File: src/osc_pkg.sv
`default_nettype none
package osc_pkg;
	// Channel count and result width of the converter core
	localparam int NUM_CH   = 8;
	localparam int SAMPLE_W = 14;
	localparam int CH_W     = 3;
	// Accumulator carries six guard bits, enough for 64 signed samples
	localparam int ACC_W    = SAMPLE_W + 6;
	// Ratio select field and its special codes
	localparam int OS_W = 3;
	localparam logic [2:0] OS_NONE    = 3'h0;
	localparam logic [2:0] OS_INVALID = 3'h7;
	localparam logic [2:0] OS_RESET   = 3'h0;
	// Sample counter wide enough for 64 samples per result
	localparam int SMP_W = 7;
	// Conversion time of one sample on all channels, and its cycle count
	localparam int CLK_PERIOD_NS = 40;
	localparam int T_CONV_NS     = 4000;
	localparam int CONV_CYC      = (T_CONV_NS + CLK_PERIOD_NS - 1) / CLK_PERIOD_NS;
	localparam int CNT_W         = 8;
	// Busy length counter, up to 64 conversions
	localparam int LEN_W = 14;

	// Controller states
	typedef enum logic [1:0] {
		OSC_IDLE,
		OSC_CONV
	} osc_state_t;

	// Whole state of the controller
	typedef struct packed {
		osc_state_t                          st;
		logic                                start_prev;
		logic [OS_W-1:0]                     os;
		logic [OS_W-1:0]                     run_os;
		logic [CNT_W-1:0]                    cnt;
		logic [SMP_W-1:0]                    smp;
		logic                                sample;
		logic [NUM_CH-1:0][ACC_W-1:0]        acc;
		logic [LEN_W-1:0]                    len;
	} osc_regs_t;

	// Whole state of the result bank
	typedef struct packed {
		logic [NUM_CH-1:0][SAMPLE_W-1:0]     mem;
		logic [SAMPLE_W-1:0]                 rd_data;
		logic                                rd_valid;
	} osc_mem_t;
endpackage
`default_nettype wire

File: src/osc_ctrl.sv
// What this block does
// - First sample on conversion-start rising edge
// - Remaining samples use internal sampling strobe
// - Busy lengthens with selected ratio
// - Busy falling edge loads output registers
// - Ratio pins latched at busy fall
// - Decode ratio select; 111 invalid
`timescale 1ns/1ps
`default_nettype none
module osc_ctrl
(
	input  wire logic                                              mclk_i,
	input  wire logic                                              reset_i,
	input  wire logic                                              conversion_start_first_group_i,
	input  wire logic                                              conversion_start_second_group_i,
	input  wire logic [osc_pkg::OS_W-1:0]                          oversample_ratio_select_i,
	input  wire logic [osc_pkg::NUM_CH*osc_pkg::SAMPLE_W-1:0]      adc_data_i,
	input  wire logic                                              rd_i,
	input  wire logic [osc_pkg::CH_W-1:0]                          rd_addr_i,
	output logic                                                   sample_o,
	output logic                                                   busy_o,
	output logic      [osc_pkg::SAMPLE_W-1:0]                      rd_data_o,
	output logic                                                   rd_valid_o
);
	osc_pkg::osc_regs_t q;                                       // Registered state
	osc_pkg::osc_regs_t d;                                       // Next state
	logic                                          start_lvl;    // Combined start level
	logic                                          start_rise;   // Start rising edge
	logic [osc_pkg::OS_W-1:0]                      os_eff;       // Decoded ratio exponent
	logic                                          conv_end;     // Last cycle of a conversion
	logic                                          last_smp;     // Final sample of the burst
	logic                                          mem_wr;       // Refresh of the result bank
	logic [osc_pkg::NUM_CH-1:0][osc_pkg::ACC_W-1:0]    sum;     // Running sums with new sample
	logic [osc_pkg::NUM_CH-1:0][osc_pkg::SAMPLE_W-1:0] avg;     // Averaged results

	// Both inputs are expected to move together, so either one starts a run
	assign start_lvl  = conversion_start_first_group_i | conversion_start_second_group_i;
	assign start_rise = start_lvl & ~q.start_prev;

	// Invalid code falls back to single sampling
	assign os_eff = (q.os == osc_pkg::OS_INVALID) ? osc_pkg::OS_NONE : q.os;

	// End of one conversion, and the final one of the burst
	assign conv_end = (q.st == osc_pkg::OSC_CONV)
		&& (q.cnt == osc_pkg::CNT_W'(osc_pkg::CONV_CYC - 1));
	assign last_smp = (q.smp == ((osc_pkg::SMP_W'(1) << q.run_os) - osc_pkg::SMP_W'(1)));

	// Per channel sum and average; power-of-two ratio makes the divide a shift
	genvar g;
	generate
		for (g = 0; g < osc_pkg::NUM_CH; g++)
		begin : g_ch
			logic signed [osc_pkg::ACC_W-1:0] sext;   // Sign-extended sample
			logic signed [osc_pkg::ACC_W-1:0] total;  // Sum including this sample
			assign sext  = osc_pkg::ACC_W'(signed'(adc_data_i[g*osc_pkg::SAMPLE_W +: osc_pkg::SAMPLE_W]));
			assign total = signed'(q.acc[g]) + sext;
			assign sum[g] = total;
			assign avg[g] = osc_pkg::SAMPLE_W'(total >>> q.run_os);
		end
	endgenerate

	// Sequencer: one strobe per sample, busy spans the whole burst
	always_comb
	begin
		d = q;
		d.start_prev = start_lvl;
		d.sample = 1'b0;
		mem_wr = 1'b0;
		case (q.st)
			osc_pkg::OSC_IDLE:
			begin
				// Only the external edge opens a burst
				if (start_rise)
				begin
					d.st = osc_pkg::OSC_CONV;
					d.sample = 1'b1;
					d.run_os = os_eff;
					d.cnt = '0;
					d.smp = '0;
					d.len = '0;
					d.acc = '0;
				end
			end
			osc_pkg::OSC_CONV:
			begin
				// Edges on the start pins are ignored while busy
				d.cnt = q.cnt + osc_pkg::CNT_W'(1);
				d.len = q.len + osc_pkg::LEN_W'(1);
				if (conv_end)
				begin
					for (int i = 0; i < osc_pkg::NUM_CH; i++)
					begin
						d.acc[i] = sum[i];
					end
					if (last_smp)
					begin
						// Busy drops next edge; bank and ratio update together
						d.st = osc_pkg::OSC_IDLE;
						mem_wr = 1'b1;
						d.os = oversample_ratio_select_i;
					end
					else
					begin
						// Internal strobe takes the next sample
						d.cnt = '0;
						d.smp = q.smp + osc_pkg::SMP_W'(1);
						d.sample = 1'b1;
					end
				end
			end
			default:
			begin
				d.st = osc_pkg::OSC_IDLE;
			end
		endcase
	end

	// State register
	always_ff @(posedge mclk_i)
	begin
		if (reset_i)
		begin
			q <= '0;
			q.os <= osc_pkg::OS_RESET;
		end
		else
		begin
			q <= d;
		end
	end

	assign sample_o = q.sample;
	assign busy_o   = (q.st == osc_pkg::OSC_CONV);

	// Results stay readable during busy; refresh happens at busy fall
	osc_result_mem osc_result_mem_i
	(
		.mclk_i     (mclk_i),
		.reset_i    (reset_i),
		.wr_all_i   (mem_wr),
		.wr_data_i  (avg),
		.rd_i       (rd_i),
		.rd_addr_i  (rd_addr_i),
		.rd_data_o  (rd_data_o),
		.rd_valid_o (rd_valid_o)
	);

	// Checks
	property p_first_sample;
		@(posedge mclk_i) disable iff (reset_i)
		(start_rise && !busy_o) |=> (sample_o && busy_o);
	endproperty
	a_first_sample: assert property (p_first_sample)
		else $error("no sample on start edge");

	property p_internal_sample;
		@(posedge mclk_i) disable iff (reset_i)
		(conv_end && !last_smp) |=> (sample_o && busy_o && $changed(q.smp));
	endproperty
	a_internal_sample: assert property (p_internal_sample)
		else $error("internal sample missing");

	// The strobe is a single pulse, so the core never double-samples
	property p_sample_pulse;
		@(posedge mclk_i) disable iff (reset_i)
		sample_o |=> !sample_o;
	endproperty
	a_sample_pulse: assert property (p_sample_pulse)
		else $error("sampling strobe longer than one cycle");

	property p_busy_len;
		@(posedge mclk_i) disable iff (reset_i)
		mem_wr |-> (q.len == ((osc_pkg::LEN_W'(osc_pkg::CONV_CYC) << q.run_os)
			- osc_pkg::LEN_W'(1)));
	endproperty
	a_busy_len: assert property (p_busy_len)
		else $error("busy length wrong for ratio");

	property p_load_at_fall;
		@(posedge mclk_i) disable iff (reset_i)
		(busy_o && (d.st == osc_pkg::OSC_IDLE)) |-> mem_wr ##1 !busy_o;
	endproperty
	a_load_at_fall: assert property (p_load_at_fall)
		else $error("load not at busy fall");

	property p_os_latch;
		@(posedge mclk_i) disable iff (reset_i)
		mem_wr |=> (q.os == $past(oversample_ratio_select_i)) && !busy_o;
	endproperty
	a_os_latch: assert property (p_os_latch)
		else $error("ratio not latched at busy fall");

	// A new run must use the code latched at the previous busy fall
	property p_apply_ratio;
		@(posedge mclk_i) disable iff (reset_i)
		(start_rise && !busy_o) |=> (q.run_os == $past(os_eff));
	endproperty
	a_apply_ratio: assert property (p_apply_ratio)
		else $error("run ratio not taken from latched code");

	property p_decode;
		@(posedge mclk_i) disable iff (reset_i)
		(q.os == osc_pkg::OS_INVALID) ? (os_eff == osc_pkg::OS_NONE) : (os_eff == q.os);
	endproperty
	a_decode: assert property (p_decode)
		else $error("ratio decode wrong");

	property p_busy_hold;
		@(posedge mclk_i) disable iff (reset_i)
		(start_rise && !busy_o) |=> busy_o [*8];
	endproperty
	a_busy_hold: assert property (p_busy_hold)
		else $error("busy dropped early");

	// Busy may only fall after the final conversion of the burst
	property p_busy_until_last;
		@(posedge mclk_i) disable iff (reset_i)
		(busy_o && !(conv_end && last_smp)) |=> busy_o;
	endproperty
	a_busy_until_last: assert property (p_busy_until_last)
		else $error("busy fell before last sample");

	property p_single_avg;
		@(posedge mclk_i) disable iff (reset_i)
		(mem_wr && q.run_os == osc_pkg::OS_NONE) |-> (avg[0] == adc_data_i[osc_pkg::SAMPLE_W-1:0]);
	endproperty
	a_single_avg: assert property (p_single_avg)
		else $error("single sample result wrong");
endmodule
`default_nettype wire

File: src/osc_result_mem.sv
`timescale 1ns/1ps
`default_nettype none
module osc_result_mem
(
	input  wire logic                                                   mclk_i,
	input  wire logic                                                   reset_i,
	input  wire logic                                                   wr_all_i,
	input  wire logic [osc_pkg::NUM_CH-1:0][osc_pkg::SAMPLE_W-1:0]      wr_data_i,
	input  wire logic                                                   rd_i,
	input  wire logic [osc_pkg::CH_W-1:0]                               rd_addr_i,
	output logic      [osc_pkg::SAMPLE_W-1:0]                           rd_data_o,
	output logic                                                        rd_valid_o
);
	osc_pkg::osc_mem_t q;   // Registered state
	osc_pkg::osc_mem_t d;   // Next state

	// Bank refresh and registered read; a read in the refresh cycle sees old data
	always_comb
	begin
		d = q;
		d.rd_valid = rd_i;
		if (rd_i)
		begin
			d.rd_data = q.mem[rd_addr_i];
		end
		if (wr_all_i)
		begin
			d.mem = wr_data_i;
		end
	end

	// State register
	always_ff @(posedge mclk_i)
	begin
		if (reset_i)
		begin
			q <= '0;
		end
		else
		begin
			q <= d;
		end
	end

	assign rd_data_o  = q.rd_data;
	assign rd_valid_o = q.rd_valid;
endmodule
`default_nettype wire

File: config.mk
export PLATFORM = sky130hd
export DESIGN_NAME = osc_ctrl
export DESIGN_NICKNAME = d
export VERILOG_FILES = /design/src/osc_pkg.sv /design/src/osc_ctrl.sv /design/src/osc_result_mem.sv
export SDC_FILE = /design/constraint.sdc
export NUM_CORES = 1
export LEC_CHECK = 0
export BUFFER_PORTS_ARGS = -buffer_cell sky130_fd_sc_hd__buf_2
export CORE_MARGIN = 3
export CORE_UTILIZATION = 29
export CTS_BUF_LIST = sky130_fd_sc_hd__clkbuf_16
export CTS_CLUSTER_DIAMETER = 30
export DETAILED_ROUTE_END_ITERATION = 10
export GPL_TIMING_DRIVEN = 0
export PLACE_DENSITY = 0.46
export SETUP_SLACK_MARGIN = 0.02
export SLEW_MARGIN = 10
export SYNTH_ARGS = -nofsm -noshare
export SYNTH_HDL_FRONTEND = slang
export SYNTH_SLANG_ARGS = --single-unit
File: constraint.sdc
create_clock -name mclk_i -period 7.71 [get_ports mclk_i]
set_input_delay 0.3855 -clock mclk_i [delete_from_list [all_inputs] [get_ports mclk_i]]
set_output_delay 0.3855 -clock mclk_i [all_outputs]
set_load 0.005 [all_outputs]
Yosys cells after proc, flatten, opt, wreduce, memory -nomap -nowiden
Index checks and enable logic that the tools add are counted.
W data, S select, Z words.
- register bits: 326
- input port bits: 123
- output and inout port bits: 17
- word-level logic and storage cells: 82
- add/subtract/negate cells: 12
- $lt $le $gt $ge: 1
- equality and inequality tests: 8
- shift-type cells: 9
- multiplexer cells: 14
- bitwise gates (word level): 3
- reduce and logical (&&, ||, !) cells: 9
- operators with widths (kind ; count):
    $pmux W190 S2 ; 1
    $mux W190 ; 1
    $mux W176 ; 1
    $add A20 B14 Y20 ; 8
    $sshr A20 B3 Y14 ; 8
    $bmux W14 S3 ; 1
    $mux W16 ; 1
    $add A14 B1 Y14 const B ; 1
    $mux W14 ; 1
    $reduce_and A3 Y1 ; 3
    $add A8 B1 Y8 const B ; 1
    $eq A8 B7 Y1 const B ; 1
    $add A7 B1 Y7 const B ; 1
    $eq A7 B7 Y1 ; 1
    $shl A1 B3 Y7 const A ; 1
    $sub A7 B1 Y7 const B ; 1
    $mux W2 ; 3
    $lt A3 B4 Y1 const B ; 1
    $ne A2 B1 Y1 const B ; 2
    $ne A2 B2 Y1 const B ; 2
    $pmux W2 S2 ; 1
    $reduce_and A2 Y1 ; 2
    $reduce_and A4 Y1 ; 1
    $eq A3 B3 Y1 const B ; 1
    other kinds (9) ; 11

Logic depth before layout (Yosys ltp)
- depth in word-level cells: 6
- mapped depth: 21

Modules after synthesis
Synthesis repeated with hierarchy kept, for this count alone.
- cell total of the unflattened synthesis: 3100
- area, all modules: 25330.5 sq um
- by module, submodules not included (module ; instances ; cells an instance ; area each (sq um)):
    osc_ctrl ; 1 ; 2578 ; 19855.3
    osc_result_mem ; 1 ; 522 ; 5475.3

Least setup slack after synthesis
Ideal clock, no wire load.
- path kind: register to register
- start point: register q[190] (netlist bit)
- end point: register osc_result_mem_i.q[69] (netlist bit)
- arrival: 3.940 ns
- path slack: 3.640 ns
- cell stages (with the launch flop): 20
- period minus slack after synthesis: 4.070 ns
- cells stage by stage: dfxtp_1 > buf_2 > inv_2 > buf_2 > buf_2 > clkbuf_1 > nor2_1 > nand2_1 > ha_1 > buf_2 > xor2_1 > nand3_1 > o21ai_0 > a21oi_1 > or3_1 > nor2_2 > nand2_1 > clkbuf_1 > a2111oi_0 > a21oi_1
- cells in the longest elaborated chain, start to end: 6
- elaborated cells between the ends (all ways): 7
- RTL lines (element ; RTL line ; text):
    start: declaration ; osc_ctrl.sv:25 ; osc_pkg::osc_regs_t q;
    $shl A1 B3 Y7 ; osc_ctrl.sv:46 ; assign last_smp = (q.smp == ((osc_pkg::SMP_W'(1) << q.run_os) - osc_pkg::SMP_W'(1)));
    $sub A7 B1 Y7 ; osc_ctrl.sv:46 ;
    $eq A7 B7 Y1 ; osc_ctrl.sv:46 ;
    $mux W1 ; osc_ctrl.sv:95 ; if (last_smp)
    $mux W1 ; osc_ctrl.sv:89 ; if (conv_end)
    $mux W1 ; osc_ctrl.sv:69 ; case (q.st)
    end signal: assignment ; osc_result_mem.sv:37 ; q <= '0;
    end signal: assignment ; osc_result_mem.sv:41 ; q <= d;
    end: declaration ; osc_result_mem.sv:14 ; osc_pkg::osc_mem_t q;
Several ways; a longest one is shown, not always the timed one.
A chain may end at the register's enable or synchronous reset.

Worst setup path after layout
- start point: register q[190] (netlist bit)
- end point: register osc_result_mem_i.q[88] (netlist bit)
The elaborated chain is that of the path after synthesis.

==> reports/results.ini <==
[layout]
final_util_pct = 36.3
seqCellArea_um2 = 6230
layout_commonest_cell = nor2_1
layout-drive-gt1-share_pct = 14.0
nNetsFinal = 3358
syn_to_final_growth_pct = 23.5
multi_input_area_um2 = 16000
final_cell_mix = 386 x nor2_1, 311 x dfxtp_1, 208 x a21oi_1, 200 x nand2_1, 167 x a22oi_1
n_fill_cell = 8257

[sta]
fin_crit_sh_pct = 99.1
finClkSkew_ns = 0.0391
fmax_ghz = 0.131
fin_ws_ns = 0.0695
hold_viol = 0
final-setup-viol-count = 0
worst_pin_slew_ns = 1.45
period_minus_slack_ns = 7.64
timing.setup.tns_ns = 0
hold_ws_ns = 0.0248
slew_violations = 0
slew_headroom_pct = 3.30
rsz0062_at_grt = no

[placement]
io_buffer_count = 135
hpwlAfterDp_mm = 91.1
gp_congestion = 1.06
place_ws_ns = 0.0805

[detailed_routing]
drtIter0Drc = 2615
ant_nets = 0
wl_mm = 120
route.detailed.drc = 0
post_drt_wl_per_cell_um = 28.4
vias = 24700
vias_per_cell = 5.86
firstDrtPassIters = 6

[clock_network]
clk_pin_slew_ns = 0.04
cts_inserted_buffers = 107
root_buffer = clkbuf_16
insertion_delay_ns = 0.67
hold_buffers = 0
clock_sinks = 311
cts_tree = done
clk_path_buf_depth = 3
htree_levels = 3

[floorplanning]
coreArea_um2 = 79300
die_w_um = 289
start_util_pct = 29.4
ios = 140
die_area_um2 = 83700
row_count = 103
die_y_um = 289

[synth]
synth_edf_count = 0
yosys_most_used_dff = dfxtp_1
netlist_instances = 2827
ys_warn_count = 0
avgSynthCellArea_um2 = 8.23
synthArstFlopShare_pct = 0
synth_seq_cells = 311
syn_area_um2 = 23300
synth.distinct_cells = 90
synth-seq-area-share_pct = 26.8
synthesis.nets = 3113

[worst_setup_path]
crit_fanout = 10
start_kind = flop
crit_slowest_cell = clkbuf_1
worstPathCellList = buf_2 > inv_2 > buf_2 > buf_2 > clkbuf_1 > nor2_1 > nand2_1 > ha_1 > buf_2 > xor2_1 > nand3_1 > o21ai_0 > a21oi_1 > nor4_1 > nor2b_1 > clkbuf_1 > o21ai_0 > a21oi_1 > nor3_1
critPathMaxStageDelay_ns = 0.91
timing.critical_path.mode_cell = buf_2
cp.required_ns = 8.23
crit_type = flop to flop
critPathCaptureType = flop
arrival_ns = 8.16
cpLargestDelayFamily = buffers and inverters
cp_num_buf_inv = 7

[worst_hold_path]
hold_path.class = input pin to flop

[power_and_ir_drop]
irDropWorstVdd_mv = 0.155
p_leak_uw = 0.0124
power_density_nw_per_um2 = 218

[global_route]
grt_pass1_wl_mm = 167
grt_max_degree = 15
grt_overflow = 0
antenna_found_initial = 12
grt_pass1_vias = 23900
grtUsageTotal_pct = 27.8

[run]
drv_cap = 0

[outcome]
outcome = complete, no violations

==> per-layer routing <==
layer,global-route usage (%),vias up,share of wire [%]
met5,1.10,-,0.14
met4,13.3,8,4.9
met3,7.92,303,10
met2,41.6,1303,42
met1,36.7,12000,42
li1,-,11100,-
==> logic make-up (layout without fill, tap and decap cells) <==
| logic type | count (synthesis) | count (layout) | share of synthesized area (%) |
|---|---|---|---|
| muxes | 207 | 207 | 11.9 |
| other | 0 | 5 | 0 |
| adders and majority gates | 163 | 163 | 9.02 |
| and+or+nand+nor | 821 | 821 | 15.4 |
| DFF | 311 | 311 | 26.8 |
| AOI/OAI and AO/OA | 917 | 917 | 26.7 |
| xor gates and xnor gates | 153 | 153 | 5.79 |
| buffers and inverters | 255 | 587 | 4.42 |
==> final cells by class <==
type                            count  area share [%]
Clock inverter                     89            2.65
Timing Repair Buffer              136            2.39
Sequential cell                   311            21.7
Tap cell                         1050            4.57
Antenna cell                        5          0.0435
Clock buffer                      107            9.32
Multi-Input combinational cell   2261            55.8
Buffer                            201            2.89
Inverter                           54           0.705
==> stage by stage <==
stage	power, µW	cells	area [µm²]
floorplan	1940	2827	23300
global placement	2150	4012	25300
detailed placement	2150	4013	25300
CTS	6310	4209	28700
global route	6450	4209	28700
finish	6270	4214	28700
==> what timing repair did <==
item | in CTS | in global routing
endpoints found under the hold margin | 0 | 0
gates resized for setup | 0 | 5
endpoints found under the setup margin | 0 | 35
setup buffers | 0 | 0
==> synth_stat cells (all sizes together), types with 57 or more instances <==
cell	count	area, µm²
nor2	390	1470
mux2i	131	1310
a22oi	167	1250
a211oi	109	823
ha	155	1940
dfxtp	311	6230
a21o	69	518
xnor2	98	866
clkbuf	144	541
o21ai	139	696
buf	57	285
nand2	201	757
a21oi	210	1060
nor3	62	315
==> flip-flops by register name, indices dropped and copies added (netlist names) <==
register and count:
osc_result_mem_i.rd_valid_o 1, q 183, osc_result_mem_i.q 112, sample_o 1, osc_result_mem_i.rd_data_o 14
==> worst min-delay path, stage by stage <==
cell and delay (ns):
buf_2 0.07, nor2_1 0.09, nor2_1 0.09
==> report_power, final <==
part           internal, µW  total [µW]  switching, µW
registers              1620        1620           3.01
logic                   159         504            345
clock network          2890        4150           1250
total                  4670        6270           1600
==> path summary, 6_finish.rpt <==
kind	cells past startpoint	end	slack, ns	startpoint
setup / recovery	19	osc_result_mem_i.q[88]	0.07	q[190]
hold / removal	3	q[196]	0.02	conversion_start_first_group_i
setup reg to reg	19	osc_result_mem_i.q[88]	0.07	q[190]
hold reg to reg	2	osc_result_mem_i.q[20]	0.45	osc_result_mem_i.q[20]
Note: power is estimated with default switching activity, not from simulation.
